<file path="src/tcw_pkg.sv">
`default_nettype none
package tcw_pkg;

    // Command codes on command bits 1:0
    localparam logic [1:0] CODE_WRITE  = 2'h1;
    localparam logic [1:0] CODE_SEARCH = 2'h2;
    // Command field positions
    localparam int CMD_W       = 9;
    localparam int CMD_TYPE    = 2;
    localparam int CMD_MIDX_LO = 3;
    localparam int CMD_SHI_LO  = 6;
    // Data bus layout
    localparam int DQ_W        = 68;
    localparam int DQ_IND      = 29;
    localparam int DQ_RES_LO   = 26;
    localparam int DQ_ID_LO    = 21;
    localparam int DQ_TGT_LO   = 19;
    localparam logic [4:0] ID_ALL = 5'h1F;
    // Search answer latency and hit delay range
    localparam int SRCH_LAT    = 4;
    localparam int HDLY_MAX    = 7;

    // APB register offsets
    localparam logic [7:0] OFF_CTRL   = 8'h00;
    localparam logic [7:0] OFF_ADDR   = 8'h04;
    localparam logic [7:0] OFF_DATA0  = 8'h08;
    localparam logic [7:0] OFF_DATA1  = 8'h0C;
    localparam logic [7:0] OFF_DATA2  = 8'h10;
    localparam logic [7:0] OFF_STATUS = 8'h14;
    localparam logic [7:0] OFF_RESULT = 8'h18;
    // Control register fields
    localparam int CTL_GO      = 0;
    localparam int CTL_KIND    = 1;
    localparam int CTL_BURST   = 2;
    localparam int CTL_MIDX_LO = 4;
    localparam int CTL_SHI_LO  = 8;
    localparam int CTL_RES_LO  = 12;
    localparam int CTL_CMP_LO  = 16;
    localparam int CTL_BURST_LENGTH_LO = 20;
    localparam int CTL_HDLY_LO = 28;

    typedef enum logic [2:0] {
        TCW_IDLE  = 3'h0,
        TCW_CYC_A = 3'h1,
        TCW_CYC_B = 3'h2,
        TCW_DATA  = 3'h3,
        TCW_TAIL  = 3'h4,
        TCW_WAIT  = 3'h5
    } tcw_state_t;

    // Pins toward the search engine
    typedef struct packed {
        logic              cmd_valid;
        logic [CMD_W-1:0]  cmd;
        logic [DQ_W-1:0]   dq_out;
        logic              dq_oe;
    } tcw_pins_t;

    typedef struct packed {
        tcw_state_t        st;
        tcw_pins_t         pins;
        logic [31:0]       ctrl;
        logic [31:0]       addr;
        logic [DQ_W-1:0]   data;
        logic [7:0]        cnt;
        logic              busy;
        logic              done;
        logic              bend_seen;
        logic              found;
        logic [21:0]       res_addr;
        logic [31:0]       prdata;
        logic              pready;
        logic              bend_s1;
        logic              bend_s2;
        logic              sval_s1;
        logic              sval_s2;
        logic              sfnd_s1;
        logic              sfnd_s2;
        logic [21:0]       sram_s1;
        logic [21:0]       sram_s2;
    } tcw_regs_t;

endpackage
`default_nettype wire

</file>
<file path="src/tcw_host.sv">
// Notes on behaviour
// - Command bit 2 low means single write, high means burst array write.
// - Single write takes three cycles; each extra burst location adds one.
// - Write cycle A: valid, code 01, address word on bus, mask index bits 5:3.
// - SRAM writes carry upper SRAM address bits on command bits 8:6.
// - Cycle B repeats command; device ID on bus bits 25:21, all ones broadcasts.
// - Single write data in cycle 2, cycle 3 idle, then next operation.
// - Burst write lasts burst length plus two cycles; the host holds one more idle cycle for the synced end flag.
// - Burst config must be loaded before issuing a burst write.
// - Burst cycles 2 to n+1 carry data for successive locations.
// - Search cycle A: valid, code 10, bit 2 low, mask pair index, key.
// - Search cycle A bits 8:6 become upper SRAM address bits on a hit.
// - Search cycle B: code 10, comparand index 5:2, result index 8:6.
// - Same key in both search cycles; mask pair programmed identical.
// - Write code is 01; read 00, search 10, learn 11.
`timescale 1ns/10ps
`default_nettype none
module tcw_host (
    input  wire logic                      pclk,
    input  wire logic                      presetn,
    input  wire logic                      clk_en,
    input  wire logic                      psel,
    input  wire logic                      penable,
    input  wire logic                      pwrite,
    input  wire logic [7:0]                paddr,
    input  wire logic [31:0]               pwdata,
    output logic      [31:0]               prdata,
    output logic                           pready,
    output logic                           pslverr,
    output logic                           command_valid,
    output logic      [tcw_pkg::CMD_W-1:0] command,
    output logic      [tcw_pkg::DQ_W-1:0]  data_bus_out,
    output logic                           data_bus_oe,
    input  wire logic                      burst_end_flag,
    input  wire logic                      search_valid_out,
    input  wire logic                      search_found_out,
    input  wire logic [21:0]               sram_addr
);

    tcw_pkg::tcw_regs_t r_r;
    tcw_pkg::tcw_regs_t r_nxt;

    // Full 68-bit word from the three staging registers
    function automatic logic [tcw_pkg::DQ_W-1:0] word68(input logic [31:0] a,
                                                        input logic [31:0] b,
                                                        input logic [31:0] c);
        word68 = {c[3:0], b, a};
    endfunction

    logic wr_acc;
    logic rd_acc;
    logic is_srch;
    logic is_burst;
    logic [7:0] burst_length;
    logic [3:0] hit_wait;
    assign wr_acc   = psel && penable && pwrite;
    assign rd_acc   = psel && !penable && !pwrite;
    assign is_srch  = r_r.ctrl[tcw_pkg::CTL_KIND];
    assign is_burst = r_r.ctrl[tcw_pkg::CTL_BURST];
    assign burst_length     = r_r.ctrl[tcw_pkg::CTL_BURST_LENGTH_LO +: 8];
    assign hit_wait = 4'(tcw_pkg::SRCH_LAT) + {1'b0, r_r.ctrl[tcw_pkg::CTL_HDLY_LO +: 3]};

    // Next-state logic: APB slave, command sequencer, pin synchronisers
    always_comb begin
        r_nxt = r_r;
        r_nxt.pready = 1'b0;
        // Pins from the engine pass two flops before use
        r_nxt.bend_s1 = burst_end_flag;
        r_nxt.bend_s2 = r_r.bend_s1;
        r_nxt.sval_s1 = search_valid_out;
        r_nxt.sval_s2 = r_r.sval_s1;
        r_nxt.sfnd_s1 = search_found_out;
        r_nxt.sfnd_s2 = r_r.sfnd_s1;
        r_nxt.sram_s1 = sram_addr;
        r_nxt.sram_s2 = r_r.sram_s1;

        // Register reads answer in the access phase (one wait-free cycle)
        if (psel && !penable) begin
            r_nxt.pready = 1'b1;
        end
        if (rd_acc) begin
            unique case (paddr)
                tcw_pkg::OFF_CTRL:   r_nxt.prdata = r_r.ctrl;
                tcw_pkg::OFF_ADDR:   r_nxt.prdata = r_r.addr;
                tcw_pkg::OFF_DATA0:  r_nxt.prdata = r_r.data[31:0];
                tcw_pkg::OFF_DATA1:  r_nxt.prdata = r_r.data[63:32];
                tcw_pkg::OFF_DATA2:  r_nxt.prdata = {28'h0000000, r_r.data[67:64]};
                tcw_pkg::OFF_STATUS: r_nxt.prdata = {28'h0000000, r_r.found,
                                                     r_r.bend_seen, r_r.done, r_r.busy};
                tcw_pkg::OFF_RESULT: r_nxt.prdata = {10'h000, r_r.res_addr};
                default:             r_nxt.prdata = 32'h00000000;
            endcase
        end

        // Writes land at the access edge; staging is frozen while busy
        if (wr_acc && r_r.pready && !r_r.busy) begin
            unique case (paddr)
                tcw_pkg::OFF_CTRL:  r_nxt.ctrl = pwdata;
                tcw_pkg::OFF_ADDR:  r_nxt.addr = pwdata;
                tcw_pkg::OFF_DATA0: r_nxt.data[31:0] = pwdata;
                tcw_pkg::OFF_DATA1: r_nxt.data[63:32] = pwdata;
                tcw_pkg::OFF_DATA2: r_nxt.data[67:64] = pwdata[3:0];
                default: ;
            endcase
        end

        unique case (r_r.st)
            tcw_pkg::TCW_IDLE: begin
                r_nxt.pins = '0;
                if (r_nxt.ctrl[tcw_pkg::CTL_GO] && !r_r.busy) begin
                    r_nxt.busy = 1'b1;
                    r_nxt.done = 1'b0;
                    r_nxt.bend_seen = 1'b0;
                    r_nxt.ctrl[tcw_pkg::CTL_GO] = 1'b0;
                    r_nxt.st = tcw_pkg::TCW_CYC_A;
                    r_nxt.pins.cmd_valid = 1'b1;
                    r_nxt.pins.dq_oe = 1'b1;
                    if (r_nxt.ctrl[tcw_pkg::CTL_KIND]) begin
                        // Search cycle A: key on bus, mask pair, upper SRAM bits
                        r_nxt.pins.cmd = {r_nxt.ctrl[tcw_pkg::CTL_SHI_LO +: 3],
                                          r_nxt.ctrl[tcw_pkg::CTL_MIDX_LO +: 3],
                                          1'b0, tcw_pkg::CODE_SEARCH};
                        r_nxt.pins.dq_out = r_nxt.data;
                    end else begin
                        // Write cycle A: address word and mask index
                        r_nxt.pins.cmd = {r_nxt.ctrl[tcw_pkg::CTL_SHI_LO +: 3],
                                          r_nxt.ctrl[tcw_pkg::CTL_MIDX_LO +: 3],
                                          r_nxt.ctrl[tcw_pkg::CTL_BURST],
                                          tcw_pkg::CODE_WRITE};
                        r_nxt.pins.dq_out = {36'h000000000, r_nxt.addr};
                    end
                end
            end
            tcw_pkg::TCW_CYC_A: begin
                r_nxt.st = tcw_pkg::TCW_CYC_B;
                if (is_srch) begin
                    // Same key again; comparand and result indices
                    r_nxt.pins.cmd = {r_r.ctrl[tcw_pkg::CTL_RES_LO +: 3],
                                      r_r.ctrl[tcw_pkg::CTL_CMP_LO +: 4],
                                      tcw_pkg::CODE_SEARCH};
                end else begin
                    // Cycle B repeats command; SRAM bits zero here
                    r_nxt.pins.cmd[8:6] = 3'h0;
                end
            end
            tcw_pkg::TCW_CYC_B: begin
                r_nxt.pins.cmd_valid = 1'b0;
                r_nxt.pins.cmd = '0;
                r_nxt.cnt = 8'h00;
                if (is_srch) begin
                    // Wait for latched answer; no new search until then
                    r_nxt.pins.dq_oe = 1'b0;
                    r_nxt.st = tcw_pkg::TCW_WAIT;
                end else begin
                    r_nxt.pins.dq_out = r_r.data;
                    r_nxt.st = tcw_pkg::TCW_DATA;
                end
            end
            tcw_pkg::TCW_DATA: begin
                // Burst: data for each following location, one per cycle
                if (is_burst && (r_r.cnt + 8'h01 < burst_length)) begin
                    r_nxt.cnt = r_r.cnt + 8'h01;
                    r_nxt.pins.dq_out = r_r.data + 68'(r_nxt.cnt);
                end else begin
                    r_nxt.pins.dq_oe = 1'b0;
                    r_nxt.pins.dq_out = '0;
                    r_nxt.cnt = 8'h00;
                    r_nxt.st = tcw_pkg::TCW_TAIL;
                end
            end
            tcw_pkg::TCW_TAIL: begin
                // Idle cycle (single) or final flag-low cycle (burst); a burst stays
                // one cycle longer because its end flag comes through two sync flops
                r_nxt.cnt = r_r.cnt + 8'h01;
                if (!is_burst || r_r.cnt == 8'h01) begin
                    r_nxt.st = tcw_pkg::TCW_IDLE;
                    r_nxt.busy = 1'b0;
                    r_nxt.done = 1'b1;
                end
                // Only the synced last-data-cycle flag counts; the released line is noise
                if (is_burst && r_r.cnt == 8'h01) begin
                    r_nxt.bend_seen = r_r.bend_s2;
                end
            end
            tcw_pkg::TCW_WAIT: begin
                r_nxt.cnt = r_r.cnt + 8'h01;
                // Flags stand one cycle, hit_wait counts after the synced address
                if (r_r.cnt == 8'(hit_wait)) begin
                    r_nxt.found = r_r.sval_s2 && r_r.sfnd_s2;
                    r_nxt.st = tcw_pkg::TCW_IDLE;
                    r_nxt.busy = 1'b0;
                    r_nxt.done = 1'b1;
                end
                if (r_r.cnt == 8'(tcw_pkg::SRCH_LAT)) begin
                    r_nxt.res_addr = r_r.sram_s2;
                end
            end
            default: r_nxt.st = tcw_pkg::TCW_IDLE;
        endcase
    end

    // State register; clock enable freezes everything
    always_ff @(posedge pclk or negedge presetn) begin
        if (!presetn) begin
            r_r <= '0;
        end else if (clk_en) begin
            r_r <= r_nxt;
        end
    end

    assign prdata        = r_r.prdata;
    assign pready        = r_r.pready;
    assign pslverr       = 1'b0;
    assign command_valid = r_r.pins.cmd_valid;
    assign command       = r_r.pins.cmd;
    assign data_bus_out  = r_r.pins.dq_out;
    assign data_bus_oe   = r_r.pins.dq_oe;

    // Write cycle B must follow cycle A with the same code
    a_write_cycle_b: assert property (@(posedge pclk) disable iff (!presetn)
        (clk_en && r_r.st == tcw_pkg::TCW_CYC_A && !is_srch) |=>
        (command_valid && command[1:0] == tcw_pkg::CODE_WRITE))
        else $error("write cycle B lost the command");
    // Search cycles carry code 10
    a_search_code: assert property (@(posedge pclk) disable iff (!presetn)
        (command_valid && is_srch) |-> command[1:0] == tcw_pkg::CODE_SEARCH)
        else $error("search code wrong");
    // Search cycle A drives bit 2 low
    a_search_bit2: assert property (@(posedge pclk) disable iff (!presetn)
        (r_r.st == tcw_pkg::TCW_CYC_A && is_srch) |-> !command[tcw_pkg::CMD_TYPE])
        else $error("search bit 2 high");
    // Write code 01 whenever a write is on the bus
    a_write_code: assert property (@(posedge pclk) disable iff (!presetn)
        (command_valid && !is_srch) |-> command[1:0] == tcw_pkg::CODE_WRITE)
        else $error("write code wrong");
    // Single write: valid two cycles then data on the bus
    a_single_len: assert property (@(posedge pclk) disable iff (!presetn)
        ($rose(command_valid) && !is_srch && !is_burst && clk_en) |->
        ##1 command_valid ##1 (!command_valid && data_bus_oe))
        else $error("single write length wrong");
    // Idle cycle after data drops the bus
    a_tail_idle: assert property (@(posedge pclk) disable iff (!presetn)
        (r_r.st == tcw_pkg::TCW_TAIL) |-> (!data_bus_oe && !command_valid))
        else $error("bus driven in idle cycle");
    // No command while write data is on the bus
    a_no_overlap: assert property (@(posedge pclk) disable iff (!presetn)
        (r_r.st == tcw_pkg::TCW_DATA) |-> !command_valid)
        else $error("command during write data");
    // Search key repeated in cycle B
    a_key_repeat: assert property (@(posedge pclk) disable iff (!presetn)
        (r_r.st == tcw_pkg::TCW_CYC_B && is_srch) |-> $stable(data_bus_out))
        else $error("search key changed");

endmodule
`default_nettype wire

</file>
<file path="config.mk">
export PLATFORM = sky130hd
export DESIGN_NAME = tcw_host
export DESIGN_NICKNAME = d
export VERILOG_FILES = /design/src/tcw_pkg.sv /design/src/tcw_host.sv
export SDC_FILE = /design/constraint.sdc
export NUM_CORES = 1
export LEC_CHECK = 0
export ABC_AREA = 1
export BUFFER_PORTS_ARGS = -buffer_cell sky130_fd_sc_hd__buf_2
export CAP_MARGIN = 20
export CORE_MARGIN = 2
export CORE_UTILIZATION = 50
export DETAILED_ROUTE_END_ITERATION = 6
export PLACE_DENSITY = 0.69
export SLEW_MARGIN = 10
export SYNTH_ARGS = -nofsm -noshare
export SYNTH_HDL_FRONTEND = slang
export SYNTH_SLANG_ARGS = --single-unit
</file>
<file path="constraint.sdc">
create_clock -name pclk -period 4.05 [get_ports pclk]
set_input_delay 0.2025 -clock pclk [delete_from_list [all_inputs] [get_ports pclk]]
set_output_delay 0.2025 -clock pclk [all_outputs]
set_load 0.02 [all_outputs]
</file>
**Word level (Yosys, flattened, before mapping)**

Index checks and enable logic that the tools add are counted.

- Bits in registers: 331
- Input bits: 71
- Output and inout bits: 113
- Logic and storage cells: 123

- Add/subtract/negate cells: 3
- Magnitude comparators: 1
- Equality and inequality tests: 22
- Multiplexer cells: 34
- Reduce and logical (&&, ||, !) cells: 37

Operator list:

| kind | number |
|---|---|
| 32-bit case mux with 7 select lines | 1 |
| 69-bit case mux with 3 select lines | 1 |
| 68-bit two-way mux | 2 |
| 111-bit two-way mux | 1 |
| 32-bit two-way mux | 3 |
| 82-bit two-way mux | 1 |
| 71-bit two-way mux | 1 |
| 68-bit by 8-bit adder with 68-bit output | 1 |
| 9-bit case mux with 3 select lines | 1 |
| 8-bit by 5-bit == test with 1-bit output, second input constant | 3 |
| 8-bit case mux with 3 select lines | 1 |
| 3-bit two-way mux | 6 |
| 3-bit case mux with 6 select lines | 1 |
| 8-bit by 3-bit == test with 1-bit output, second input constant | 2 |
| 8-bit by 4-bit == test with 1-bit output, second input constant | 2 |
| 2-bit inequality test, second input constant | 8 |
| 3-bit AND reduction | 5 |
| 3-bit nonzero test | 4 |
| 11-bit two-way mux | 1 |
| 1-bit logical AND | 10 |
| 5-bit AND reduction | 2 |
| 8-bit by 1-bit adder with 8-bit output, second input constant | 1 |
| 8-bit by 1-bit == test with 1-bit output, second input constant | 1 |
| 8-bit by 4-bit == test with 1-bit output | 1 |
| 20 further kinds | 37 |

**Longest topological paths before layout**

- Depth after elaboration: 8
- Gate-level depth with buffers: 21
- Depth with buffers taken out: 21

**Worst setup path after synthesis**

No wires, ideal clock.

- Path type: reg-to-reg
- From: reg r_r[109] (netlist bit)
- To: reg r_r, in the netlist data_bus_out[29]
- Setup time: 0.113 ns
- Data arrival time: 2.662 ns
- Data required time: 3.937 ns
- Path slack: 1.276 ns
- Stages on the path, launching flop included: 19
- Buffers on the path: 0
- Clock period less this slack: 2.774 ns
- Cells stage by stage: dfrtp_1 > inv_1 > nor3_1 > nand3_1 > nor3_1 > xor2_1 > inv_1 > ha_1 > nand2_1 > nor2_1 > nand3_1 > nand3_1 > nand2_1 > nor2_1 > nand2_1 > nand3_1 > nand3_1 > nand2_1 > inv_1

- Word-level cells in the longest chain between the ends: 5
- Elaborated cells between the ends (all ways): 6
- Those cells by class: 2 x add/sub; 1 x order compare; 2 x mux; 1 x reduce/logical

Ends and longest elaborated chain:

| item | line | source |
|---|---|---|
| start: declaration | tcw_host.sv:40 | `tcw_pkg::tcw_regs_t r_r;` |
| start signal: assignment | tcw_host.sv:207 | `r_r <= r_nxt;` |
| 8-bit by 1-bit adder with 8-bit output (*) | tcw_host.sv:161, tcw_host.sv:162 |  |
| parallel branches: the longest is 2 deep, another holds 68-bit by 8-bit adder with 68-bit output | n/a |  |
| 68-bit two-way mux (*) | tcw_host.sv:161 | `if (is_burst && (r_r.cnt + 8'h01 < burst_length)) begin` |
| 69-bit case mux with 3 select lines (*) | tcw_host.sv:107 | `unique case (r_r.st)` |

Every way passes the cells marked *.
A chain may end at the register's enable or synchronous reset.

**Worst setup path in the final report**

Same ends and word-level chain as after synthesis.

==> summary.md <==
| Metric | Value |
|---|---|
| Ports | `~180` |
| Cell variety after synth | `47` |
| Syn Area/Cell | `approximately 7.0 sq um` |
| Via/cell ratio | `approximately 5.9` |
| Max Clk Rate | `roughly 0.27 GHz` |
| Pwr per Cell Area | `382 nW/um^2` |
| Reg area | `8280 sq um` |
| Area of the core | `~40,000 sq um` |
| Cells after Synth | `2,923` |
| Worst Hold Launch | `pwdata[20]` |
| Reg2Reg Depth | `18` |
| Clock root buffer | `clkbuf_16` |
| Maxcap violations | `0` |
| H-tree levels | `2` |
| DRT Pass-1 Iters | `7` |
| Area growth syn-to-layout | `11.3%` |
| DRC errors left | `4` |
| Footprint of the multi-input gates | `around 9500 sq um` |
| Total power | `around 0.0086 W` |
| CTS tree | `done` |
| Status | `finished with violations` |
| Worst min path class | `input port to register` |
| Initial DRC Count | `between 2k and 3k` |
| Hold Path Depth | `3` |
| Final-stage net count | `just over 3k` |
| Vias in the first global route | `roughly 19k` |
| WP data required | `about 4.5 ns` |
| Critical Path End Type | `register` |
| Yosys warns | `0` |
| Die width | `about 210 um` |
| GP Congestion | `between 1 and 1.5` |
| Place WS | `just over 0.4 ns` |
| Final period util | `91.0%` |
| Post-synth EDFFs | `0` |
| Worst r2r src | `r_r[109]` |
| Violated checks | `DRC` |
| Measured slew at the worst slew-check pin | `between 0.9 and 1 ns` |
| Clock sink count | `331` |
| CTS resizes | `0` |
| Sequential area share after synthesis | `between 40% and 50%` |
| Post-route ant nets | `0` |
| Share of cells above drive strength 1 | `11.6%` |
| Worst-path maximum fanout | `7` |
| Layout Cells excl Fill | `3,544` |
| Endpoints failing hold | `0` |
| Peak supply drop | `0.388 mV` |
| Worst-Skew Late Latency | `0.59 ns` |
| Chip height | `206 um` |
| Pin count of the biggest net entering global routing | `~100` |
| WL/cell | `24.2 um` |
| Top_reg_cell synth | `dfrtp_1` |
| Worst slew margin | `about a third` |
| RSZ-0062 raised after global routing | `false` |
| Pins over their slew limit | `0` |
| # setup viols final | `0` |
| Syn_nets | `roughly 3k` |
| Post-Syn Area | `20,400 sq um` |
| Fin Setup TNS | `0 ns` |
| Initial Utilization | `between 50% and 60%` |
| Hold slack final | `between 0.015 and 0.02 ns` |
| Clock buffer depth | `3` |
| Crit path from | `r_r[109]` |
| #FFs+latches synth | `about 330` |
| Final WS setup | `0.363 ns` |
| Site Rows | `between 70 and 80` |
| Clock slew at reported path FFs | `0.07 ns` |
| Antenna violations before repair | `5` |
| Skew final | `roughly 0.023 ns` |
| Global-route wire length before repair | `between 100,000 and 150,000 um` |
| Hpwl dp | `63,900 um` |
| Vias | `20.9k` |
| Clock buffer count from CTS | `38` |
| Gr usage total | `about 40%` |
| Die ar. | `approximately 42,000 sq um` |
| WS Path Type | `register to register` |
| Ys async rst share | `100%` |
| Cell count after placement | `3,427` |
| Fin crit period | `~3.7 ns` |
| GRT overflow | `0` |
| LEAKAGE | `11.2 nW` |
| FILL cells | `~3.9k` |
| Crit path launch type | `register` |
| WP data arrival | `between 4 and 5 ns` |
| Final WL | `85,700 um` |
| Port Buffer Count | `~180` |
[per-stage QoR]
step | util (%) | cell area [sq um]
after floorplan | - | 20400
after global placement | 52.2 | 20900
after global routing | 56.6 | 22700
after CTS | 56.6 | 22700
after detailed placement | 52.2 | 20900
final | 56.6 | 22700
[synth_stat cells, types with 2 or more instances]
cell type,number,area (sq um)
ha_1,19,238
nor2_4,6,67.6
inv_2,6,22.5
a31oi_1,27,169
a21oi_1,74,370
nand3b_1,10,75.1
clkbuf_2,4,20.0
xor2_1,28,245
o31ai_1,2,15.0
a211oi_1,5,37.5
nor2_1,226,848
nor3_2,2,20.0
o22ai_1,22,138
nand3_1,146,731
o22a_1,2,17.5
o21ai_0,374,1870
nand2_1,929,3490
nor3_1,23,115
dfrtp_1,331,8280
o21ai_2,3,26.3
nor2_2,6,37.5
buf_1,7,26.3
buf_4,125,938
o211ai_1,5,37.5
o2111ai_1,7,61.3
buf_2,24,120
nand2_2,6,37.5
o221ai_1,11,96.3
xnor2_1,2,17.5
or2_2,22,138
o21ai_1,18,90.1
buf_6,5,56.3
nand4_1,60,375
clkbuf_1,84,315
inv_1,290,1090
[what timing repair did]
item                                   CTS  global route
endpoints found under the hold margin  138             0
hold buffers                            44             0
setup buffers                            0             0
[cell families after synthesis]
logic type	count (synthesis)	share of synthesized area [%]
xor gates and xnor gates	30	1.29
and+or+nand+nor	1441	29.4
buffers and inverters	546	12.7
other	1	0.0184
DFF	331	40.7
AOI/OAI and AO/OA	554	14.6
adders and majority gates	20	1.27
[registers in the layout (all words and copies together), names as in the netlist]
| signal | flops |
|---|---|
| burst_length | 8 |
| command | 9 |
| command_valid | 1 |
| data_bus_oe | 1 |
| data_bus_out | 68 |
| is_burst | 1 |
| is_srch | 1 |
| prdata | 32 |
| pready | 1 |
| r_nxt | 25 |
| r_r | 184 |
[critical path, stage by stage (launching register included)]
cell	delay [ns]
dfrtp_1	0.45
inv_1	0.14
nor3_1	0.25
nand3_1	0.17
nor3_1	0.22
xor2_1	0.22
inv_1	0.12
ha_1	0.37
nand2_1	0.11
nor2_1	0.18
nand3_1	0.09
nand3_1	0.36
nand2_1	0.30
nor2_1	0.24
nand2_1	0.07
nand3_1	0.09
nand3_1	0.08
nand2_1	0.07
inv_1	0.04
[final cells by class]
type | count | share of cell area [%]
Antenna cell | 5 | 0.0552
Sequential cell | 331 | 36.5
Timing Repair Buffer | 272 | 7.87
Clock inverter | 15 | 0.889
Tap cell | 525 | 2.90
Clock buffer | 53 | 4.89
Inverter | 297 | 4.93
Multi-Input combinational cell | 2046 | 41.9
[layer usage]
metal	GRT usage (%)	part of all wire (%)	vias up
li1	-	-	9440
met1	57.9	42	9918
met2	58.7	41	1288
met3	8.35	11	227
met4	20.7	5.5	4
met5	0	0.033	-
[worst paths after layout]
check / endpoint / slack (ns)
max: data_bus_out[29] / 0.36
min: r_r[137] / 0.02
max reg2reg: data_bus_out[29] / 0.36
min reg2reg: r_nxt[17] / 0.47
max in group asynchronous: command[1] / 2.74
min in group asynchronous: prdata[5] / 0.25
[power breakdown]
part | leakage, nW | internal [W] | switching [W]
Sequential | 4.38 | 0.00351 | 0.000295
Combinational | 6.12 | 0.000360 | 0.000838
Clock | 0.649 | 0.00212 | 0.00153
Total | 11.2 | 0.00599 | 0.00266
[placed cells by master (no fill, tap or decap), types with 8 or more instances in the layout]
| master | Yosys | routed |
|---|---|---|
| nor3_1 | 23 | 23 |
| a21oi_1 | 74 | 74 |
| buf_2 | 24 | 180 |
| o22ai_1 | 22 | 22 |
| inv_1 | 290 | 288 |
| o21ai_1 | 18 | 18 |
| buf_4 | 125 | 41 |
| nand3_1 | 146 | 146 |
| clkbuf_8 | 0 | 10 |
| o21ai_0 | 374 | 374 |
| dlygate4sd3_1 | 0 | 44 |
| o221ai_1 | 11 | 11 |
| ha_1 | 19 | 19 |
| clkbuf_16 | 0 | 38 |
| nor2_1 | 226 | 226 |
| clkinv_2 | 0 | 8 |
| dfrtp_1 | 331 | 331 |
| a31oi_1 | 27 | 27 |
| nand2_1 | 929 | 928 |
| nand4_1 | 60 | 60 |
| or2_2 | 22 | 22 |
| xor2_1 | 28 | 28 |
| nand3b_1 | 10 | 10 |
Note: power is estimated with default switching activity, not from simulation.
